<file path="src/bix_pkg.sv">
// constants and types for the jump / increment execution block
package bix_pkg;
	localparam int PC_W = 11;
	localparam int DATA_W = 8;
	localparam int INSN_W = 12;
	localparam int FADDR_W = 5;
	localparam int NREGS = 32;
	// opcode patterns
	localparam logic [2:0] OPC_JUMP = 3'h5;
	localparam int OPC_JUMP_POS = 9;
	localparam logic [5:0] OPC_INC = 6'h0A;
	localparam logic [5:0] OPC_INCSKIP = 6'h0F;
	localparam int OPC6_POS = 6;
	localparam int DEST_POS = 5;
	localparam int LIT_W = 9;
	// status register fields
	localparam int STAT_ZERO_POS = 2;
	localparam int STAT_PAGE_LO = 5;
	localparam int STAT_PAGE_HI = 6;
	// reset values
	localparam logic [PC_W-1:0] PC_RESET = 11'h7FF;
	localparam logic [DATA_W-1:0] ACC_RESET = 8'h00;
	localparam logic [DATA_W-1:0] STAT_RESET = 8'h18;
	localparam logic [DATA_W-1:0] REG_RESET = 8'h00;
	localparam logic [INSN_W-1:0] IDLE_OP = 12'h000;
	// execution states
	typedef enum logic [1:0] {
		BIX_RUN = 2'b01,
		BIX_FLUSH = 2'b10
	} bix_state_t;
endpackage : bix_pkg

</file>
<file path="src/bix_exec.sv">
// execution of absolute jump, increment and increment-with-skip
//
// What this block does
// - jump loads nine literal bits into counter
// - jump upper counter bits from status page
// - jump two cycles, one word, flags kept
// - increment_reg adds one to selected register
// - destination bit picks accumulator or register
// - increment_skip_null skips next when result zero
// - skip replaces fetched instruction with idle_op
`timescale 1ns/1ps
module bix_exec
	import bix_pkg::*;
(
	// clock and reset
	input wire logic mclk_i,
	input wire logic rstn_i,
	// instruction fetch
	input wire logic [bix_pkg::INSN_W-1:0] insn_i,
	output logic [bix_pkg::PC_W-1:0] program_counter_o,
	// status load from the rest of the core
	input wire logic stat_we_i,
	input wire logic [bix_pkg::DATA_W-1:0] stat_wdata_i,
	// architectural state view
	output logic [bix_pkg::DATA_W-1:0] acc_o,
	output logic [bix_pkg::DATA_W-1:0] status_o,
	output logic [bix_pkg::INSN_W-1:0] exec_insn_o,
	output logic flush_o
);
	import bix_pkg::*;

	////////////////////////////////////////////////////////////////////////
	// pipeline: decode stage holds the word fetched last cycle
	bix_state_t state;
	bix_state_t next_state;
	logic [INSN_W-1:0] ir;
	logic [PC_W-1:0] pc;
	logic [DATA_W-1:0] acc;
	logic [DATA_W-1:0] status;
	logic [DATA_W-1:0] rf_rdata;
	logic flush;
	logic [INSN_W-1:0] exec_insn;

	// register read is one cycle ahead: address taken from the fetched word
	wire [FADDR_W-1:0] fetch_faddr = insn_i[FADDR_W-1:0];
	wire flushing = (state == BIX_FLUSH);
	wire [INSN_W-1:0] cur = flushing ? IDLE_OP : ir;
	wire is_jump = cur[INSN_W-1:OPC_JUMP_POS] == OPC_JUMP;
	wire is_inc = cur[INSN_W-1:OPC6_POS] == OPC_INC;
	wire is_incskip = cur[INSN_W-1:OPC6_POS] == OPC_INCSKIP;
	wire dest_reg = cur[DEST_POS];
	wire [FADDR_W-1:0] faddr = cur[FADDR_W-1:0];
	wire [DATA_W-1:0] inc_res = rf_rdata + 8'h01;
	wire inc_zero = (inc_res == 8'h00);
	wire any_inc = is_inc || is_incskip;
	wire do_skip = is_incskip && inc_zero;
	wire [PC_W-1:0] jump_target = {status[STAT_PAGE_HI:STAT_PAGE_LO], cur[LIT_W-1:0]};
	wire [PC_W-1:0] next_pc = is_jump ? jump_target : pc + 11'h001;
	wire rf_we = any_inc && dest_reg;
	wire acc_we = any_inc && !dest_reg;

	////////////////////////////////////////////////////////////////////////
	// state: jump and taken skip both spend one cycle on idle_op
	always_comb begin
		case (state)
			BIX_RUN: begin
				next_state = (is_jump || do_skip) ? BIX_FLUSH : BIX_RUN;
			end
			BIX_FLUSH: begin
				next_state = BIX_RUN;
			end
			default: begin
				next_state = BIX_RUN;
			end
		endcase
	end

	always_ff @(posedge mclk_i) begin
		if (!rstn_i) begin
			state <= BIX_FLUSH;
			ir <= IDLE_OP;
			pc <= PC_RESET;
		end else begin
			state <= next_state;
			ir <= insn_i;
			pc <= next_pc;
		end
	end

	////////////////////////////////////////////////////////////////////////
	// accumulator and status
	always_ff @(posedge mclk_i) begin
		if (!rstn_i) begin
			acc <= ACC_RESET;
		end else if (acc_we) begin
			acc <= inc_res;
		end
	end

	always_ff @(posedge mclk_i) begin
		if (!rstn_i) begin
			status <= STAT_RESET;
		end else if (stat_we_i) begin
			status <= stat_wdata_i;
		end else if (is_inc) begin
			status[STAT_ZERO_POS] <= inc_zero;
		end
	end

	always_ff @(posedge mclk_i) begin
		if (!rstn_i) begin
			// low in the discard cycle right after reset; only ir is dropped
			flush <= 1'b0;
			exec_insn <= IDLE_OP;
		end else begin
			flush <= (next_state == BIX_FLUSH);
			exec_insn <= cur;
		end
	end

	////////////////////////////////////////////////////////////////////////
	// file registers; back-to-back writes forwarded inside the memory
	bix_regfile #(
		.DEPTH(NREGS),
		.AW(FADDR_W),
		.DW(DATA_W)
	) u_regfile (
		.mclk_i(mclk_i),
		.rstn_i(rstn_i),
		.raddr_i(fetch_faddr),
		.rdata_o(rf_rdata),
		.we_i(rf_we),
		.waddr_i(faddr),
		.wdata_i(inc_res)
	);

	assign program_counter_o = pc;
	assign acc_o = acc;
	assign status_o = status;
	assign exec_insn_o = exec_insn;
	assign flush_o = flush;

	////////////////////////////////////////////////////////////////////////
	// checks: jump
	chk_jump_target: assert property (@(posedge mclk_i) disable iff (!rstn_i)
		is_jump && !stat_we_i |=> pc == {$past(status[STAT_PAGE_HI:STAT_PAGE_LO]), $past(cur[LIT_W-1:0])})
		else $error("jump target wrong");
	chk_jump_page: assert property (@(posedge mclk_i) disable iff (!rstn_i)
		is_jump |=> pc[PC_W-1:LIT_W] == $past(status[STAT_PAGE_HI:STAT_PAGE_LO]))
		else $error("jump page bits wrong");
	chk_jump_flush: assert property (@(posedge mclk_i) disable iff (!rstn_i)
		is_jump |=> flushing ##1 !flushing)
		else $error("jump not two cycles");
	chk_jump_flags: assert property (@(posedge mclk_i) disable iff (!rstn_i)
		is_jump && !stat_we_i |=> status == $past(status))
		else $error("jump changed flags");
	chk_jump_word: assert property (@(posedge mclk_i) disable iff (!rstn_i)
		is_jump |=> ##1 exec_insn_o == IDLE_OP)
		else $error("word after jump executed");
	chk_jump_resume: assert property (@(posedge mclk_i) disable iff (!rstn_i)
		is_jump |=> ##1 pc == $past(pc) + 11'h001)
		else $error("jump did not resume at target");

	// checks: increment
	chk_inc_acc: assert property (@(posedge mclk_i) disable iff (!rstn_i)
		acc_we |=> acc == $past(rf_rdata) + 8'h01)
		else $error("accumulator result wrong");
	chk_inc_single: assert property (@(posedge mclk_i) disable iff (!rstn_i)
		is_inc |=> !flushing)
		else $error("increment took two cycles");
	chk_dest_reg: assert property (@(posedge mclk_i) disable iff (!rstn_i)
		any_inc && dest_reg |=> acc == $past(acc))
		else $error("accumulator written for register dest");
	chk_acc_hold: assert property (@(posedge mclk_i) disable iff (!rstn_i)
		!acc_we |=> acc == $past(acc))
		else $error("accumulator changed without write");
	chk_fwd_data: assert property (@(posedge mclk_i) disable iff (!rstn_i)
		rf_we && faddr == fetch_faddr |=> rf_rdata == $past(inc_res))
		else $error("register result not written back");
	chk_reg_unwritten: assert property (@(posedge mclk_i) disable iff (!rstn_i)
		any_inc && !dest_reg && faddr == fetch_faddr |=> rf_rdata == $past(rf_rdata))
		else $error("register written for accumulator dest");
	chk_zero_flag: assert property (@(posedge mclk_i) disable iff (!rstn_i)
		is_inc && !stat_we_i |=> status[STAT_ZERO_POS] == $past(inc_zero))
		else $error("zero flag wrong");
	chk_inc_others: assert property (@(posedge mclk_i) disable iff (!rstn_i)
		is_inc && !stat_we_i |=> status[DATA_W-1:STAT_ZERO_POS+1] == $past(status[DATA_W-1:STAT_ZERO_POS+1]))
		else $error("increment changed other flags");
	chk_status_keep: assert property (@(posedge mclk_i) disable iff (!rstn_i)
		!stat_we_i && !is_inc |=> status == $past(status))
		else $error("status changed without cause");
	chk_stat_load: assert property (@(posedge mclk_i) disable iff (!rstn_i)
		stat_we_i |=> status == $past(stat_wdata_i))
		else $error("status load lost");

	// checks: skip
	chk_skip_flush: assert property (@(posedge mclk_i) disable iff (!rstn_i)
		is_incskip |=> flushing == $past(inc_zero))
		else $error("skip decision wrong");
	chk_pc_advance: assert property (@(posedge mclk_i) disable iff (!rstn_i)
		is_incskip |=> pc == $past(pc) + 11'h001)
		else $error("skip moved counter wrongly");
	chk_skip_acc: assert property (@(posedge mclk_i) disable iff (!rstn_i)
		is_incskip && !dest_reg |=> acc == $past(inc_res))
		else $error("skip result not in accumulator");
	chk_skip_idle: assert property (@(posedge mclk_i) disable iff (!rstn_i)
		do_skip |=> cur == IDLE_OP && !any_inc && !is_jump)
		else $error("skipped word executed");
	chk_skip_exec: assert property (@(posedge mclk_i) disable iff (!rstn_i)
		do_skip |=> ##1 exec_insn_o == IDLE_OP)
		else $error("skipped word shown as executed");
	chk_flush_out: assert property (@(posedge mclk_i) disable iff (!rstn_i)
		$past(rstn_i) |-> flush_o == flushing)
		else $error("flush output disagrees with state");
	chk_idle_quiet: assert property (@(posedge mclk_i) disable iff (!rstn_i)
		flushing |-> !rf_we && !acc_we && !is_jump)
		else $error("discarded word had an effect");
	chk_skip_flags: assert property (@(posedge mclk_i) disable iff (!rstn_i)
		is_incskip && !stat_we_i |=> status == $past(status))
		else $error("skip changed flags");
endmodule : bix_exec

</file>
<file path="src/bix_regfile.sv">
// small file register memory with registered read data
`timescale 1ns/1ps
module bix_regfile #(
	parameter int DEPTH = 32,
	parameter int AW = 5,
	parameter int DW = 8
) (
	// clock and reset
	input wire logic mclk_i,
	input wire logic rstn_i,
	// read port
	input wire logic [AW-1:0] raddr_i,
	output logic [DW-1:0] rdata_o,
	// write port
	input wire logic we_i,
	input wire logic [AW-1:0] waddr_i,
	input wire logic [DW-1:0] wdata_i
);
	import bix_pkg::*;
	logic [DW-1:0] mem [DEPTH];

	// one storage word per entry, cleared with the core so results are known
	for (genvar i = 0; i < DEPTH; i++) begin : g_word
		always_ff @(posedge mclk_i) begin
			if (!rstn_i) begin
				mem[i] <= DW'(REG_RESET);
			end else if (we_i && waddr_i == AW'(i)) begin
				mem[i] <= wdata_i;
			end
		end
	end

	always_ff @(posedge mclk_i) begin
		rdata_o <= (we_i && waddr_i == raddr_i) ? wdata_i : mem[raddr_i];
	end
endmodule : bix_regfile

</file>
<file path="config.mk">
export PLATFORM = sky130hd
export DESIGN_NAME = bix_exec
export DESIGN_NICKNAME = d
export VERILOG_FILES = /design/src/bix_pkg.sv /design/src/bix_exec.sv /design/src/bix_regfile.sv
export SDC_FILE = /design/constraint.sdc
export NUM_CORES = 1
export LEC_CHECK = 0
export BUFFER_PORTS_ARGS = -buffer_cell sky130_fd_sc_hd__buf_2
export CORE_ASPECT_RATIO = 1.25
export CORE_MARGIN = 3
export CORE_UTILIZATION = 55
export DETAILED_ROUTE_END_ITERATION = 8
export GPL_TIMING_DRIVEN = 0
export PLACE_DENSITY = 0.72
export REMOVE_ABC_BUFFERS = 1
export SLEW_MARGIN = 20
export SYNTH_ARGS = -nofsm -noshare
export SYNTH_HDL_FRONTEND = slang
export SYNTH_SLANG_ARGS = --single-unit
</file>
<file path="constraint.sdc">
create_clock -name mclk_i -period 2.6 [get_ports mclk_i]
set_input_delay 0.26 -clock mclk_i [delete_from_list [all_inputs] [get_ports mclk_i]]
set_output_delay 0.26 -clock mclk_i [all_outputs]
set_load 0.01 [all_outputs]
</file>
==> impl_results.md <==
- Status: finished, violations left
- Failing checks: negative setup slack
- Clk Latency, worst-skew pair: 0.56 ns
- Setup ws final: -0.07688 ns
- Hold Violations, Final: 0
- Hold Crit Start: stat_wdata_i[2]
- Row Count: 65
- Antenna violations before repair: 0
- Chip Height: 185.3 µm
- Port bufs: 62
- Source of the worst register-to-register timing path: state[0]$_SDFF_PN0_
- Synth Register Bits: 318
- Count of different cell masters after synthesis: 42
- HP Class: in -> reg
- NetSw: 2.990 mW
- Starting Density: 55.90%
- Startpoint Class: register
- DRT antenna net count: 0
- Tot Pwr: 11.54 mW
- Most numerous cell in the Yosys netlist: edfxtp_1
- Routed vias: 10,000
- Post-synth ARST share: 0%
- Vias in the first global route: 9,713
- Gpl congestion: 0.8895
- Layout fillers: 1,854
- DP Area: 14,840 µm²
- Reg2Reg Setup Slack: -0.08 ns
- IO Pins: 63
- WS Path Type: reg -> reg
- Total inserted antenna cells: 0
- Critical path's slowest cell: o21ai_2
- Tmin final: 2.677 ns
- Die Area: 27,680 µm²
- # clock sinks: 318
- Slew @ Worst Pin: 1.153 ns
- First-pass GRT wire length: 56,660 µm
- Clock share of power: 36.2%
- Mapped Cells: 1,213
- TritonCTS clock tree: built
- Detail Placement HPWL: 24,280 µm
- DRT iter0 DRCs: 1,233
- Sw frac: 25.90%
- Critical R2R Capture: u_regfile.mem[31][7]$_SDFFCE_PN0P_
- Clk root buf: clkbuf_16
- Critical Path Fanout Max: 14
- Chip width: 149.4 µm
- Combinational share of power: 13.2%
- Max-slew violations: 0
- Finished Layout Cells: 1,628
- Leading cell types by count after synthesis: 256 x edfxtp_1, 222 x nor2_1, 140 x mux2i_1, 96 x nand2_1, 63 x clkbuf_1
- Leak: 6.283 nW
- Dpl cells: 1,541
- R2r worst-path depth: 3
- Post-synth EDFFs: 256
- Seq/Total Area, Yosys: 63.14%
- Area contributors post-synth: edfxtp_1 54%, mux2i_1 9.9%, dfxtp_1 8.8%
- Sequential power share: 50.6%
- DR vias/cell: 6.143
- DRC: 0
- Core Area: 25,290 µm²
- H-tree Lvls: 1
- NumNets Final: 1,294
- Share of layout cells above drive strength 1: 17.09%
- Crit end category: register
- Largest net degree at the start of global routing: 87
- Max frequency: 373.6 MHz
- Internal: 8.554 mW
- Gr ovfl total: 0
- Hold Path Cell Cnt: 3
- Yosys top cell area share: 54.37%
- Synth warn: 0
- Synth area leader: edfxtp_1
- VDD IR-drop max: 0.0006135 V
- Clock-pin slew on the worst setup and hold paths: 0.06 ns
- Final WL: 38,050 µm
- WP data arrival: 2.86 ns
- Syn_area_per_cell: 11.66 µm²
- Clock Tree Buf Depth: 3
- Period utilisation layout: 103.0%
- Worst EP required: 2.78 ns
- Final core occ: 65.52%
- Worst path max stage delay: 0.80 ns
- Max-Cap Viols: 0
- Crit-path cells: nand2b_4, nand3_1, o21ai_2
- DRT Pass-1 Iters: 7
- Post-synthesis cell area: 14,140 µm²
- Routed length per instance: 23.37 µm
- Final setup vio count: 8
- Overall Global Routing Usage: 26.93%
- Relative slew slack: 22.34%
- CTS Buf Count: 30
- Hold EP: status_o[2]$_SDFFE_PN0P_
- Most used flip-flop cell after synthesis: edfxtp_1
- Area delta synth->final: 17.19%
- Pwr/cell area: 696.7 nW/µm²
- Fin Clk Skew: 0.01129 ns
- RSZ-0062 raised after global routing: true
- Final instance area: 16,570 µm²
sequential cells by signal, summed over array words and instances (netlist names):
name / cells
u_regfile.rdata_o: 8
state: 2
program_counter_o: 11
status_o: 8
flush_o: 1
acc_o: 8
u_regfile.mem: 256
exec_insn_o: 12
ir: 12
stage by stage:
| stage | hold WS (ns) | setup slack, ns | TNS (ns) |
|---|---|---|---|
| after global placement | 0.4511 | -2.384 | -652.31 |
| after floorplan | 0.3219 | -0.4010 | -29.68 |
| after detailed placement | 0.4575 | -1.871 | -387.11 |
| after CTS | 0.01833 | -0.1134 | -6.015 |
| final | 0.03424 | -0.07688 | -0.5659 |
| after global routing | 0.06668 | -0.1313 | -4.386 |
cells by family after synthesis:
group / count (synthesis) / synth area share (%)
and+or+nand+nor: 503 / 16.18
DFF: 318 / 63.14
muxes: 144 / 10.55
AOI/OAI and AO/OA: 138 / 6.203
buffers and inverters: 89 / 2.575
xor gates and xnor gates: 19 / 1.177
adders and majority gates: 2 / 0.1769
metal layers:
layer  wire [µm]  vias up  GRT usage, %  share of wire [%]
li1            -     4498             -                  -
met1       14570     4917         36.01                 38
met2       19290      498         46.01                 51
met3        2937       88         3.084                7.7
met4        1251        0         9.414                3.3
met5           0        -             0                  0
power groups by stage:
stage | clock (mW) | sequential (mW) | combinational, mW
2_1_floorplan | 0 | 5.95 | 0.694
3_3_place_gp | 0 | 5.96 | 1.23
4_1_cts | 4.19 | 5.84 | 1.48
6_report | 4.18 | 5.85 | 1.52
3_5_place_dp | 0 | 5.95 | 1.37
5_1_grt | 4.37 | 5.87 | 1.61
cell type report:
class	instances	area, µm²	share of cell area, %
repair buffers	110	927.1	5.595
inverters	1	3.754	0.02265
clock inverters	15	77.57	0.4681
multi-input cells	808	5348	32.27
flip-flops and latches	318	8932	53.90
well taps	335	419.2	2.529
clock buffers	41	863.3	5.210
critical path, delay by kind of cell, from the launching register on:
| kind | cells | cell delay, ns |
|---|---|---|
| AOI/OAI and AO/OA | 1 | 0.80 |
| and+or+nand+nor | 2 | 1.07 |
| DFF | 1 | 0.44 |
repair_timing:
| action | 4_1_cts | 5_1_grt |
|---|---|---|
| setup buffers | 14 | 1 |
| setup endpoints to repair | 537 | 297 |
| gates resized for setup | 74 | 16 |
| hold buffers | 14 | 0 |
| pin swaps | 9 | 2 |
| gates cloned | 1 | 1 |
| hold endpoints to repair | 14 | 0 |
worst max path at each step:
stage,startpoint,to,slack (ns),cells past startpoint
2_1_floorplan,u_regfile.rdata_o[0]$_DFF_P_,u_regfile.mem[16][6]$_SDFFCE_PN0P_,-0.40,6
3_3_place_gp,u_regfile.rdata_o[0]$_DFF_P_,flush_o$_SDFF_PN0_,-2.38,7
3_5_place_dp,state[0]$_SDFF_PN0_,u_regfile.mem[5][1]$_SDFFCE_PN0P_,-1.87,5
4_1_cts,state[1]$_SDFF_PN1_,u_regfile.mem[0][3]$_SDFFCE_PN0P_,-0.11,5
5_1_grt,state[0]$_SDFF_PN0_,u_regfile.mem[31][7]$_SDFFCE_PN0P_,-0.13,3
6_report,state[0]$_SDFF_PN0_,u_regfile.mem[31][7]$_SDFFCE_PN0P_,-0.08,3
layout by cell type, fill, tap and decap left out, drive strengths merged, types with 6 or more instances in the layout:
cell type,n
o21ai,59
nor2b,16
nor3,63
and3,20
nand2,96
clkbuf,41
xnor2,12
dfxtp,62
dlygate4sd3,14
xor2,7
o22ai,9
clkinv,14
nand3,22
nor2,227
edfxtp,256
a22oi,56
nand2b,15
buf,96
and2,24
mux2i,140
a21oi,6
Power figures use the tool's default switching activity.
